--- config.mk ---
export PLATFORM = sky130hd
export DESIGN_NAME = lep_top
export DESIGN_NICKNAME = d
export VERILOG_FILES = /design/src/design/lep_edge.v /design/src/design/lep_quad.v /design/src/design/lep_top.v
export VERILOG_INCLUDE_DIRS = /design/src /design/src/design
export SDC_FILE = /design/constraint.sdc
export NUM_CORES = 1
export LEC_CHECK = 0
export ABC_AREA = 1
export ABC_CLOCK_PERIOD_IN_PS = 39300
export BUFFER_PORTS_ARGS = -buffer_cell sky130_fd_sc_hd__buf_2
export CAP_MARGIN = 20
export CORE_MARGIN = 2
export CORE_UTILIZATION = 65
export CTS_BUF_LIST = sky130_fd_sc_hd__clkbuf_16
export DETAILED_ROUTE_END_ITERATION = 16
export PLACE_DENSITY = 0.82
export REMOVE_ABC_BUFFERS = 1
export SLEW_MARGIN = 10
export SYNTH_ARGS = -nofsm -noshare
export SYNTH_HDL_FRONTEND = slang
export SYNTH_HIERARCHICAL = 1
export SYNTH_SLANG_ARGS = --single-unit
export TNS_END_PERCENT = 30
--- constraint.sdc ---
create_clock -name clk_sys_i -period 39.3 [get_ports clk_sys_i]
set_input_delay 3.93 -clock clk_sys_i [delete_from_list [all_inputs] [get_ports clk_sys_i]]
set_output_delay 3.93 -clock clk_sys_i [all_outputs]
set_load 0.02 [all_outputs]
--- src/design/lep_map.vh ---
// register map, field layout and timing constants of the local encoder pulse input block
`ifndef LEP_MAP_VH
`define LEP_MAP_VH
`define LEP_OFS_TYPE_CFG     12'h000
`define LEP_OFS_FUNC_A       12'h004
`define LEP_OFS_FUNC_B       12'h008
`define LEP_OFS_SPEED_SRC    12'h00c
`define LEP_OFS_FREQ_RD      12'h010
`define LEP_OFS_INDEX_CNT    12'h014
`define LEP_OFS_LINES        12'h018
`define LEP_OFS_DIR_SET      12'h01c
`define LEP_OFS_AUTOTUNE     12'h020
`define LEP_OFS_ANGLE_1      12'h024
`define LEP_OFS_ANGLE_2      12'h028
`define LEP_OFS_SETPOINT     12'h02c
`define LEP_OFS_PULSE_CNT    12'h030
`define LEP_OFS_IRQ_STAT     12'h034
`define LEP_OFS_IRQ_EN       12'h038
`define LEP_OFS_IRQ_CLR      12'h03c
`define LEP_OFS_STATUS       12'h040
`define LEP_OFS_IDX_DIFF     12'h044
`define LEP_OFS_PHASE        12'h048
`define LEP_TYPE_A_BIT       0
`define LEP_TYPE_B_BIT       4
`define LEP_TYPE_MASK        16'h0011
`define LEP_LINES_RST        16'h0400
`define LEP_SETPOINT_RST     32'h0000_0001
`define LEP_FUNC_FREQ        2'h0
`define LEP_FUNC_ENC         2'h2
`define LEP_SRC_LOCAL        1'b1
`define LEP_DIR_INV_BIT      0
`define LEP_DIR_IDX_BIT      1
`define LEP_TUNE_STATIC      2'h2
`define LEP_TUNE_ROTARY      2'h3
`define LEP_IDX_OK_LIMIT     16'h0005
`define LEP_TUNE_FREQ_TGT    16'h0064
`define LEP_FREQ_MAX         16'h7fff
`define LEP_FREQ_MIN         16'hd8f1
`define LEP_GATE_TIME_MS     100
`define LEP_CLK_KHZ          25000
`define LEP_GATE_CYCLES      (`LEP_GATE_TIME_MS * `LEP_CLK_KHZ)
`define LEP_IRQ_CNT_BIT      0
`define LEP_IRQ_IDX_BIT      1
`define LEP_IRQ_TUNE_BIT     2
`define LEP_IRQ_W            3
`define LEP_AXI_OKAY         2'h0
`define LEP_AXI_SLVERR       2'h2
`endif

--- src/design/lep_edge.v ---
// input edge detector with two-stage history
`default_nettype none
module lep_edge (
  input  wire clk_sys_i,
  input  wire reset_i,
  input  wire in_i,
  output wire rise_o,
  output wire level_o
);
  reg q1_r;
  reg q2_r;

  // history registers
  always @(posedge clk_sys_i or posedge reset_i) begin
    if (reset_i) begin
      q1_r <= 1'b0;
      q2_r <= 1'b0;
    end else begin
      q1_r <= in_i;
      q2_r <= q1_r;
    end
  end

  assign rise_o  = q1_r & ~q2_r;
  assign level_o = q1_r;
endmodule // lep_edge
`default_nettype wire

--- src/design/lep_quad.v ---
// quadrature decoder: count step and direction from a/b phases
`default_nettype none
module lep_quad (
  input  wire clk_sys_i,
  input  wire reset_i,
  input  wire a_i,
  input  wire b_i,
  input  wire enable_i,
  output reg  step_o,
  output reg  up_o
);
  reg a_r;
  reg b_r;

  // x4 decode on every phase change
  always @(posedge clk_sys_i or posedge reset_i) begin
    if (reset_i) begin
      a_r    <= 1'b0;
      b_r    <= 1'b0;
      step_o <= 1'b0;
      up_o   <= 1'b0;
    end else begin
      a_r    <= a_i;
      b_r    <= b_i;
      step_o <= enable_i & ((a_i ^ a_r) ^ (b_i ^ b_r));
      up_o   <= a_i ^ b_r; // a leading b counts up
    end
  end
endmodule // lep_quad
`default_nettype wire

--- src/design/lep_top.v ---
// local encoder and high-speed pulse input block with axi4-lite registers
// Function
// - count pulses, pulse output at setpoint, clear
// - type digit: pulse input or digital input
// - function select: frequency, reserved, encoder pair
// - speed source: option card or local inputs
// - signed frequency readout, 0.1 Hz, reset zero (code reads out the edge count per 100 ms gate)
// - direction setting inverts measured direction
// - index count, reversal option, difference below five
// - autotune select: 2 static, 3 rotary
// - store tuned angle into both angle registers
//
// Register access over AXI4-Lite and the register offsets were chosen for this implementation.
`include "lep_map.vh"
`default_nettype none
module lep_top (
  input  wire        clk_sys_i,
  input  wire        reset_i,
  input  wire        fast_input_a_i,
  input  wire        fast_input_b_i,
  input  wire        index_pulse_i,
  input  wire        tune_done_i,
  input  wire [15:0] tune_angle_i,
  input  wire [15:0] card_freq_i,
  input  wire [11:0] s_axi_awaddr,
  input  wire        s_axi_awvalid,
  output wire        s_axi_awready,
  input  wire [31:0] s_axi_wdata,
  input  wire [3:0]  s_axi_wstrb,
  input  wire        s_axi_wvalid,
  output wire        s_axi_wready,
  output reg  [1:0]  s_axi_bresp,
  output reg         s_axi_bvalid,
  input  wire        s_axi_bready,
  input  wire [11:0] s_axi_araddr,
  input  wire        s_axi_arvalid,
  output wire        s_axi_arready,
  output reg  [31:0] s_axi_rdata,
  output reg  [1:0]  s_axi_rresp,
  output reg         s_axi_rvalid,
  input  wire        s_axi_rready,
  output reg         count_reached_o,
  output wire        digital_a_o,
  output wire        digital_b_o,
  output reg  [1:0]  tune_mode_o,
  output wire        irq_o
);
  reg  [15:0] type_cfg_r;
  reg  [15:0] func_a_r;
  reg  [15:0] func_b_r;
  reg  [15:0] speed_src_r;
  reg  [15:0] lines_r;
  reg  [15:0] dir_set_r;
  reg  [15:0] autotune_r;
  reg  [15:0] angle_1_r;
  reg  [15:0] angle_2_r;
  reg  [31:0] setpoint_r;
  reg  [31:0] pulse_cnt_r;
  reg  [15:0] freq_r;
  reg  [15:0] index_cnt_r;
  reg  [15:0] idx_fwd_r;
  reg  [15:0] idx_rev_r;
  reg  [15:0] edge_cnt_r;
  reg  [31:0] gate_cnt_r;
  reg  [31:0] phase_r;
  reg  [`LEP_IRQ_W-1:0] irq_stat_r;
  reg  [`LEP_IRQ_W-1:0] irq_en_r;
  reg         cfg_valid_r;
  reg         aw_held_r;
  reg         w_held_r;
  reg  [11:0] aw_addr_r;
  reg  [31:0] w_data_r;
  reg  [3:0]  w_strb_r;
  wire        a_rise;
  wire        a_lvl;
  wire        b_lvl;
  wire        idx_rise;
  wire        step;
  wire        up;
  wire        dir_up;
  wire        enc_mode;
  wire        a_pulse_mode;
  wire        do_write;
  wire        do_read;
  wire [15:0] idx_diff;
  wire [15:0] meas_freq;
  wire        gate_end;
  wire [`LEP_IRQ_W-1:0] irq_evt;

  lep_edge u_edge_a (
    .clk_sys_i (clk_sys_i),
    .reset_i   (reset_i),
    .in_i      (fast_input_a_i),
    .rise_o    (a_rise),
    .level_o   (a_lvl)
  );

  lep_edge u_edge_b (
    .clk_sys_i (clk_sys_i),
    .reset_i   (reset_i),
    .in_i      (fast_input_b_i),
    .rise_o    (),
    .level_o   (b_lvl)
  );

  lep_edge u_edge_z (
    .clk_sys_i (clk_sys_i),
    .reset_i   (reset_i),
    .in_i      (index_pulse_i),
    .rise_o    (idx_rise),
    .level_o   ()
  );

  lep_quad u_quad (
    .clk_sys_i (clk_sys_i),
    .reset_i   (reset_i),
    .a_i       (a_lvl),
    .b_i       (b_lvl),
    .enable_i  (enc_mode),
    .step_o    (step),
    .up_o      (up)
  );

  // input type and function decode
  assign a_pulse_mode = cfg_valid_r & ~type_cfg_r[`LEP_TYPE_A_BIT];
  assign enc_mode = cfg_valid_r & ~type_cfg_r[`LEP_TYPE_A_BIT] & ~type_cfg_r[`LEP_TYPE_B_BIT]
                    & (func_a_r[1:0] == `LEP_FUNC_ENC) & (func_b_r[1:0] == `LEP_FUNC_ENC);
  assign digital_a_o = type_cfg_r[`LEP_TYPE_A_BIT] & a_lvl;
  assign digital_b_o = type_cfg_r[`LEP_TYPE_B_BIT] & b_lvl;
  assign dir_up = up ^ dir_set_r[`LEP_DIR_INV_BIT];
  assign idx_diff = (idx_fwd_r > idx_rev_r) ? (idx_fwd_r - idx_rev_r) : (idx_rev_r - idx_fwd_r);
  assign gate_end = (gate_cnt_r == `LEP_GATE_CYCLES - 1);
  // local counts per 100 ms are in 10 Hz units, 100 times the 0.1 Hz unit, no scaling applied: edges per 0.1 s = Hz/10
  assign meas_freq = (speed_src_r[0] == `LEP_SRC_LOCAL) ? edge_cnt_r : card_freq_i;

  // axi handshakes
  assign s_axi_awready = ~aw_held_r;
  assign s_axi_wready  = ~w_held_r;
  assign s_axi_arready = ~s_axi_rvalid;
  assign do_write = aw_held_r & w_held_r & ~s_axi_bvalid;
  assign do_read  = s_axi_arvalid & ~s_axi_rvalid;

  // irq events
  assign irq_evt[`LEP_IRQ_CNT_BIT]  = a_pulse_mode & (func_a_r[1:0] == `LEP_FUNC_FREQ) & a_rise
                                      & (pulse_cnt_r + 32'h1 >= setpoint_r);
  assign irq_evt[`LEP_IRQ_IDX_BIT]  = enc_mode & idx_rise;
  assign irq_evt[`LEP_IRQ_TUNE_BIT] = tune_done_i & (tune_mode_o != 2'h0);
  assign irq_o = |(irq_stat_r & irq_en_r);

  // write channel capture and register writes
  always @(posedge clk_sys_i or posedge reset_i) begin
    if (reset_i) begin
      aw_held_r    <= 1'b0;
      w_held_r     <= 1'b0;
      aw_addr_r    <= 12'h000;
      w_data_r     <= 32'h0;
      w_strb_r     <= 4'h0;
      s_axi_bvalid <= 1'b0;
      s_axi_bresp  <= `LEP_AXI_OKAY;
      type_cfg_r   <= 16'h0000;
      func_a_r     <= 16'h0000;
      func_b_r     <= 16'h0000;
      speed_src_r  <= 16'h0000;
      lines_r      <= `LEP_LINES_RST;
      dir_set_r    <= 16'h0000;
      autotune_r   <= 16'h0000;
      setpoint_r   <= `LEP_SETPOINT_RST;
      irq_en_r     <= {`LEP_IRQ_W{1'b0}};
    end else begin
      if (s_axi_awvalid & ~aw_held_r) begin
        aw_held_r <= 1'b1;
        aw_addr_r <= s_axi_awaddr;
      end
      if (s_axi_wvalid & ~w_held_r) begin
        w_held_r <= 1'b1;
        w_data_r <= s_axi_wdata;
        w_strb_r <= s_axi_wstrb;
      end
      if (s_axi_bvalid & s_axi_bready)
        s_axi_bvalid <= 1'b0;
      if (tune_done_i)
        autotune_r <= 16'h0000;
      if (do_write) begin
        aw_held_r    <= 1'b0;
        w_held_r     <= 1'b0;
        s_axi_bvalid <= 1'b1;
        s_axi_bresp  <= `LEP_AXI_OKAY;
        case (aw_addr_r)
          `LEP_OFS_TYPE_CFG:  type_cfg_r  <= w_data_r[15:0] & `LEP_TYPE_MASK;
          `LEP_OFS_FUNC_A:    func_a_r    <= w_data_r[15:0];
          `LEP_OFS_FUNC_B:    func_b_r    <= w_data_r[15:0];
          `LEP_OFS_SPEED_SRC: speed_src_r <= w_data_r[15:0];
          `LEP_OFS_LINES:     lines_r     <= w_data_r[15:0];
          `LEP_OFS_DIR_SET:   dir_set_r   <= w_data_r[15:0];
          `LEP_OFS_AUTOTUNE:  autotune_r  <= w_data_r[15:0];
          `LEP_OFS_SETPOINT:  setpoint_r  <= w_data_r;
          `LEP_OFS_IRQ_EN:    irq_en_r    <= w_data_r[`LEP_IRQ_W-1:0];
          `LEP_OFS_IRQ_CLR:   ;
          default:            s_axi_bresp <= `LEP_AXI_SLVERR;
        endcase
      end
    end
  end

  // read channel
  always @(posedge clk_sys_i or posedge reset_i) begin
    if (reset_i) begin
      s_axi_rvalid <= 1'b0;
      s_axi_rdata  <= 32'h0;
      s_axi_rresp  <= `LEP_AXI_OKAY;
    end else if (do_read) begin
      s_axi_rvalid <= 1'b1;
      s_axi_rresp  <= `LEP_AXI_OKAY;
      case (s_axi_araddr)
        `LEP_OFS_TYPE_CFG:  s_axi_rdata <= {16'h0, type_cfg_r};
        `LEP_OFS_FUNC_A:    s_axi_rdata <= {16'h0, func_a_r};
        `LEP_OFS_FUNC_B:    s_axi_rdata <= {16'h0, func_b_r};
        `LEP_OFS_SPEED_SRC: s_axi_rdata <= {16'h0, speed_src_r};
        `LEP_OFS_FREQ_RD:   s_axi_rdata <= {16'h0, freq_r};
        `LEP_OFS_INDEX_CNT: s_axi_rdata <= {16'h0, index_cnt_r};
        `LEP_OFS_LINES:     s_axi_rdata <= {16'h0, lines_r};
        `LEP_OFS_DIR_SET:   s_axi_rdata <= {16'h0, dir_set_r};
        `LEP_OFS_AUTOTUNE:  s_axi_rdata <= {16'h0, autotune_r};
        `LEP_OFS_ANGLE_1:   s_axi_rdata <= {16'h0, angle_1_r};
        `LEP_OFS_ANGLE_2:   s_axi_rdata <= {16'h0, angle_2_r};
        `LEP_OFS_SETPOINT:  s_axi_rdata <= setpoint_r;
        `LEP_OFS_PULSE_CNT: s_axi_rdata <= pulse_cnt_r;
        `LEP_OFS_IRQ_STAT:  s_axi_rdata <= {{(32-`LEP_IRQ_W){1'b0}}, irq_stat_r};
        `LEP_OFS_IRQ_EN:    s_axi_rdata <= {{(32-`LEP_IRQ_W){1'b0}}, irq_en_r};
        `LEP_OFS_STATUS:    s_axi_rdata <= {28'h0, idx_diff < `LEP_IDX_OK_LIMIT, enc_mode, a_pulse_mode,
                                            cfg_valid_r};
        `LEP_OFS_IDX_DIFF:  s_axi_rdata <= {16'h0, idx_diff};
        `LEP_OFS_PHASE:     s_axi_rdata <= phase_r;
        default: begin
          s_axi_rdata <= 32'h0;
          s_axi_rresp <= `LEP_AXI_SLVERR;
        end
      endcase
    end else if (s_axi_rready) begin
      s_axi_rvalid <= 1'b0;
    end
  end

  // pulse counting, encoder position and index counts
  always @(posedge clk_sys_i or posedge reset_i) begin
    if (reset_i) begin
      cfg_valid_r     <= 1'b0;
      pulse_cnt_r     <= 32'h0;
      count_reached_o <= 1'b0;
      index_cnt_r     <= 16'h0;
      idx_fwd_r       <= 16'h0;
      idx_rev_r       <= 16'h0;
      phase_r         <= 32'h0;
    end else begin
      cfg_valid_r     <= 1'b1;
      count_reached_o <= 1'b0;
      if (irq_evt[`LEP_IRQ_CNT_BIT]) begin
        count_reached_o <= 1'b1;
        pulse_cnt_r     <= 32'h0;
      end else if (a_pulse_mode & (func_a_r[1:0] == `LEP_FUNC_FREQ) & a_rise) begin
        pulse_cnt_r <= pulse_cnt_r + 32'h1;
      end
      if (step)
        phase_r <= dir_up ? phase_r + 32'h1 : phase_r - 32'h1;
      if (irq_evt[`LEP_IRQ_IDX_BIT]) begin
        index_cnt_r <= index_cnt_r + 16'h1;
        if (dir_up ^ dir_set_r[`LEP_DIR_IDX_BIT])
          idx_fwd_r <= idx_fwd_r + 16'h1;
        else
          idx_rev_r <= idx_rev_r + 16'h1;
      end
    end
  end

  // frequency measurement over a fixed gate
  always @(posedge clk_sys_i or posedge reset_i) begin
    if (reset_i) begin
      gate_cnt_r <= 32'h0;
      edge_cnt_r <= 16'h0;
      freq_r     <= 16'h0;
    end else begin
      gate_cnt_r <= gate_end ? 32'h0 : gate_cnt_r + 32'h1;
      if (gate_end) begin
        edge_cnt_r <= 16'h0;
        if ($signed(meas_freq) > $signed(`LEP_FREQ_MAX))
          freq_r <= `LEP_FREQ_MAX;
        else if ($signed(meas_freq) < $signed(`LEP_FREQ_MIN))
          freq_r <= `LEP_FREQ_MIN;
        else
          freq_r <= meas_freq;
      end else if (step) begin
        edge_cnt_r <= dir_up ? edge_cnt_r + 16'h1 : edge_cnt_r - 16'h1;
      end
    end
  end

  // autotune mode, angle store and sticky irq status
  always @(posedge clk_sys_i or posedge reset_i) begin
    if (reset_i) begin
      tune_mode_o <= 2'h0;
      angle_1_r   <= 16'h0;
      angle_2_r   <= 16'h0;
      irq_stat_r  <= {`LEP_IRQ_W{1'b0}};
    end else begin
      case (autotune_r[1:0])
        `LEP_TUNE_STATIC: tune_mode_o <= `LEP_TUNE_STATIC;
        `LEP_TUNE_ROTARY: tune_mode_o <= `LEP_TUNE_ROTARY;
        default:          tune_mode_o <= 2'h0;
      endcase
      if (irq_evt[`LEP_IRQ_TUNE_BIT]) begin
        angle_1_r <= tune_angle_i;
        angle_2_r <= tune_angle_i;
      end
      // set wins over clear
      irq_stat_r <= (irq_stat_r & ~((do_write && aw_addr_r == `LEP_OFS_IRQ_CLR) ?
                    w_data_r[`LEP_IRQ_W-1:0] : {`LEP_IRQ_W{1'b0}})) | irq_evt;
    end
  end
endmodule // lep_top
`default_nettype wire

==> results of run 1 <==
## layer usage
| layer | vias up | share of wire [%] |
|---|---|---|
| li1 | 11100 | - |
| met4 | 2 | 3.6 |
| met5 | - | 0.013 |
| met3 | 207 | 9.5 |
| met1 | 11100 | 41 |
| met2 | 1065 | 46 |
## worst reg2reg max path: cells and delay by family (launching register included)
kind	cells	cell delay (ns)
AO/OA/AOI/OAI	1	0.12
XOR/XNOR	1	0.26
adder cells (fa/ha/maj)	2	0.52
buffers and inverters	2	0.43
flip-flops	1	0.45
AND/OR/NAND/NOR	14	2.89
## area by class of cell
class | instances | share of cell area [%]
repair buffers | 165 | 3.26
well taps | 518 | 2.32
flip-flops and latches | 423 | 37.9
diodes | 3 | 0.0269
inverters | 476 | 6.44
multi-input cells | 2321 | 44.6
clock inverters | 38 | 1.14
clock buffers | 48 | 4.31
## power by group through the flow
stage	Sequential [mW]	Combinational [mW]	Clock, mW
after global placement	0.493	0.156	0
after CTS	0.488	0.164	0.442
after floorplan	0.493	0.108	0
after detailed placement	0.495	0.162	0
final	0.488	0.166	0.439
after global routing	0.491	0.185	0.459
## flip-flops by register name, indices dropped and copies added, names as in the netlist, 32 cells and up
name,count
setpoint_r,32
pulse_cnt_r,32
gate_cnt_r,32
phase_r,32
s_axi_rdata,32
w_data_r,32
## per-stage QoR
step / worst slack (ns) / instances / hold WS (ns) / power (mW) / utilization, %
2_1_floorplan: 23.85 / 3220 / 0.354 / 0.600 / -
3_3_place_gp: 31.78 / 3901 / 0.359 / 0.649 / 68.6
3_5_place_dp: 31.69 / 3901 / 0.367 / 0.657 / 68.6
4_1_cts: 32.31 / 3987 / 0.380 / 1.09 / 72.6
5_1_grt: 32.22 / 3991 / 0.392 / 1.14 / 72.7
6_report: 32.18 / 3992 / 0.378 / 1.09 / 72.7
## path summary, 6_finish.rpt
path	start	slack (ns)	endpoint	depth (start not counted)
setup reg to reg	pulse_cnt_r[0]	34.46	pulse_cnt_r[24]	20
setup / recovery	s_axi_araddr[1]	32.18	s_axi_rdata[11]	10
hold / removal	u_edge_z/level_o	0.38	u_edge_z/q2_r	0
min in group asynchronous	reset_i	3.25	u_edge_b/level_o	2
max in group asynchronous	reset_i	33.87	speed_src_r[14]	5
hold reg to reg	u_edge_z/level_o	0.38	u_edge_z/q2_r	0
==> flow_metrics.tcl, run 1 <==
set metrics [dict create \
    htree_levels 2 \
    ctsLongestPathBuffers 3 \
    layout-drive-gt1-share_pct 9.74 \
    clock-sinks 423 \
    io_buffers 143 \
    worst_slew_pin_slew_ns 1.07 \
    drtIter0Drc 2122 \
    syn_area_per_cell_um2 7.60 \
    antenna_found_initial 5 \
    area_growth_pct 11.0 \
    endpoint_kind "register" \
    clkLatencyLatePin_ns 0.59 \
    finalSetupViolations 0 \
    crit_path_max_incr_delay_ns 0.84 \
    status "finished clean" \
    ios 150 \
    fin_crit_sh_pct 18.1 \
    fin_worst_skew_ns 0.0114 \
    drc_errors 0 \
    vdd_ir_drop_max_v 0.0000508 \
    p_leak_nw 14.1 \
    yosysWarnings 6 \
    synthCells 3308 \
    multiInputGateArea_um2 12400 \
    slowest_stage "nor2_2" \
    grt_pass1_vias 22900 \
    crit_arrival_ns 7.65 \
    nFillCells 3078 \
    top_usage_layer "met2" \
    grt_use_met1_pct 49.4 \
    place_area_um2 26300 \
    layout_common_cells "nand2_1, inv_1, dfrtp_1, o21ai_0, nor2_1" \
    met3_usage_pct 6.83 \
    rsz0062_at_grt "false" \
    dp_hpwl_mm 53.6 \
    dieArea_um2 40300 \
    finalWirelength_mm 74.1 \
    cp_max_fo 18 \
    cp_top_family "simple AND/OR/NAND/NOR gates" \
    maxSlewHeadroom_pct 28.5 \
    p_per_area_nw_per_um2 39.2 \
    dieHeight_um 201 \
    path_cells "buf_2, nor2_1, nand3_1, nor2_2, nand2_1, inv_1, nor4_1, a31oi_2, nand2_1, nand2_1" \
    detail_route.vias_per_cell 5.89 \
    start_kind "primary input" \
    drv_cap 0 \
    cts_tree "yes" \
    ff_latch_area_um2 10600 \
    track_usage_pct 36.8 \
    drt-wirelength-per-cell_um 18.6 \
    min-delay-path-class "register to register" \
    tns_ns 0 \
    syn-cell-area_um2 25100 \
    start_util_pct 65.5 \
    clk_pin_slew_ns 0.06 \
    p_int_mw 0.771 \
    final_common_cell "nand2_1" \
    drt_first_pass_iters 8 \
    clock.fmax_mhz 140 \
    nets 3654 \
    crit_path_frequent_cell "nand2_1" \
    grt_pass1_wl_mm 118 \
    power_switching_mw 0.322 \
    postCtsHoldBufs 0 \
    hold_viol 0 \
    grt_max_degree 175 \
    comb_power_share_pct 15.2 \
    ant_nets 0 \
    rows 72 \
    gp_congestion 0.973 \
    cts_buffers 47 \
    min_period_ns 7.12 \
    overflow 0 \
    required_ns 39.83 \
    seq_power_share_pct 44.6 \
    cts_resized 0 \
    grt_use_met2_pct 59.4 \
    crit_type "primary input to register" \
    switching_share_pct 29.5 \
    cts_setup_buffers 0 \
    crit_buf_inv 2 \
    drv_slew 0 \
    num_vias 23500 \
    fin_area_um2 27900 \
    root_buffer "clkbuf_16" \
    coreArea_um2 38400 \
    p_clk_share_pct 40.2 \
    die_width_um 201 \
]
Note: power is estimated with default switching activity, not from simulation.
==> run 2: changes to the inputs <==
--- a/config.mk
+++ b/config.mk
@@ -7,14 +7,14 @@
 export NUM_CORES = 1
 export LEC_CHECK = 0
 export ABC_AREA = 1
-export ABC_CLOCK_PERIOD_IN_PS = 39300
+export ABC_CLOCK_PERIOD_IN_PS = 7350
 export BUFFER_PORTS_ARGS = -buffer_cell sky130_fd_sc_hd__buf_2
 export CAP_MARGIN = 20
 export CORE_MARGIN = 2
-export CORE_UTILIZATION = 65
+export CORE_UTILIZATION = 62
 export CTS_BUF_LIST = sky130_fd_sc_hd__clkbuf_16
 export DETAILED_ROUTE_END_ITERATION = 16
-export PLACE_DENSITY = 0.82
+export PLACE_DENSITY = 0.79
 export REMOVE_ABC_BUFFERS = 1
 export SLEW_MARGIN = 10
 export SYNTH_ARGS = -nofsm -noshare
==> constraint.sdc (replaced) <==
create_clock -name clk_sys_i -period 7.35 [get_ports clk_sys_i]
set_input_delay 0.735 -clock clk_sys_i [delete_from_list [all_inputs] [get_ports clk_sys_i]]
set_output_delay 0.735 -clock clk_sys_i [all_outputs]
set_load 0.02 [all_outputs]
==> flow_metrics.tcl, run 2 (same netlist as run 1, synthesis figures left out) <==
set metrics [dict create \
    comb_power_share_pct 14.7 \
    crit_type "register to register" \
    detail_route.vias_per_cell 5.84 \
    p_int_mw 4.19 \
    io_buffers 143 \
    layout-drive-gt1-share_pct 9.71 \
    p_clk_share_pct 41.1 \
    track_usage_pct 35.0 \
    multiInputGateArea_um2 12400 \
    min_period_ns 4.49 \
    rows 73 \
    layout_common_cells "nand2_1, inv_1, dfrtp_1, o21ai_0, nor2_1" \
    vdd_ir_drop_max_v 0.000310 \
    fin_util_pct 70.0 \
    switching_share_pct 29.0 \
    power_mw 5.90 \
    cts_setup_buffers 0 \
    grt_pass1_wl_mm 116 \
    slowest_stage "nand4_1" \
    cts_buffers 47 \
    clock.fmax_mhz 223 \
    min-delay-path-class "primary input to async pin" \
    dieHeight_um 205 \
    cts_tree "yes" \
    start_util_pct 63.0 \
    rsz0062_at_grt "false" \
    tns_ns 0 \
    grt_pass1_vias 22300 \
    final_common_cell "nand2_1" \
    hold_viol 0 \
    p_leak_nw 14.1 \
    ff_latch_area_um2 10600 \
    root_buffer "clkbuf_16" \
    path_cells "ha_1, nand2_1, nor2_1, nand2_1, nor3_4, nand3_1, nor2_1, nand2_1, nor3_1, nand3_1, xor2_1, inv_1, ha_1, nand4_1, nor4_1, nand4_1, nand4_1, buf_4, o22ai_1" \
    clkLatencyLatePin_ns 0.60 \
    drt_first_pass_iters 6 \
    crit_buf_inv 2 \
    drv_slew 0 \
    drc_errors 0 \
    drt-wirelength-per-cell_um 18.3 \
    power_switching_mw 1.71 \
    dieArea_um2 42200 \
    drv_cap 0 \
    postCtsHoldBufs 0 \
    fin_ws_ns 2.86 \
    maxSlewHeadroom_pct 29.9 \
    dp_hpwl_mm 53.1 \
    clk_pin_slew_ns 0.06 \
    place_ws_ns 2.94 \
    overflow 0 \
    ios 150 \
    cp_top_family "simple AND/OR/NAND/NOR gates" \
    endpoint_kind "register" \
    num_vias 23300 \
    gp_congestion 0.951 \
    finalWirelength_mm 73.1 \
    crit_arrival_ns 4.92 \
    p_per_area_nw_per_um2 211 \
    clock-sinks 423 \
    die_width_um 205 \
    antenna_found_initial 1 \
    finalSetupViolations 0 \
    drtIter0Drc 2320 \
    seq_power_share_pct 44.2 \
    status "finished clean" \
    ctsLongestPathBuffers 3 \
    grt_max_degree 189 \
    nets 3654 \
    nFillCells 3357 \
    ant_nets 0 \
    fin_crit_sh_pct 61.1 \
    crit_path_max_incr_delay_ns 0.45 \
    cp_max_fo 17 \
    area_growth_pct 11.0 \
    worst_slew_pin_slew_ns 1.05 \
    htree_levels 2 \
    start_kind "register" \
    fin_worst_skew_ns 0.0229 \
    cts_resized 0 \
    required_ns 7.78 \
    coreArea_um2 39900 \
]
## run 2: routing by layer
layer / part of all wire (%) / routed length, µm / vias to the layer above / GRT usage, %
li1: - / - / 11100 / -
met2: 45 / 32900 / 1013 / 55.7
met5: 0.015 / 11 / - / 0
met4: 3.3 / 2440 / 2 / 11.6
met1: 42 / 30900 / 11100 / 48.3
met3: 9.4 / 6910 / 183 / 6.79
## run 2: stage by stage
stage	hold WS [ns]	cells	cell area, µm²
after floorplan	0.354	3220	24800
after global placement	0.366	3907	26300
after detailed placement	0.381	3908	26300
after CTS	0.0178	3993	27900
after global routing	0.0299	3995	27900
final	0.0407	3996	27900
## run 2: worst paths after layout
| kind | to | start | cells after the start | slack, ns |
|---|---|---|---|---|
| min | u_edge_b/level_o | reset_i | 2 | 0.04 |
| min in group clk_sys_i | u_edge_a/level_o | fast_input_a_i | 1 | 0.24 |
| max reg2reg | pulse_cnt_r[17] | pulse_cnt_r[0] | 19 | 2.86 |
| max | pulse_cnt_r[17] | pulse_cnt_r[0] | 19 | 2.86 |
| max in group asynchronous | pulse_cnt_r[26] | reset_i | 3 | 5.60 |
| min reg2reg | u_edge_z/q2_r | u_edge_z/level_o | 0 | 0.39 |
## run 2: final cells by class
type	instances	area share, %
Multi-Input combinational cell	2321	44.5
Timing Repair Buffer	165	3.19
Antenna cell	1	0.00896
Clock inverter	37	1.31
Sequential cell	423	37.9
Tap cell	525	2.35
Inverter	476	6.43
Clock buffer	48	4.30
## run 2: power groups by stage
stage / clock network, mW / logic [mW] / registers [mW]
after floorplan: 0 / 0.575 / 2.63
after global placement: 0 / 0.823 / 2.64
after detailed placement: 0 / 0.853 / 2.65
after CTS: 2.44 / 0.860 / 2.61
after global routing: 2.55 / 0.977 / 2.63
final: 2.42 / 0.869 / 2.61
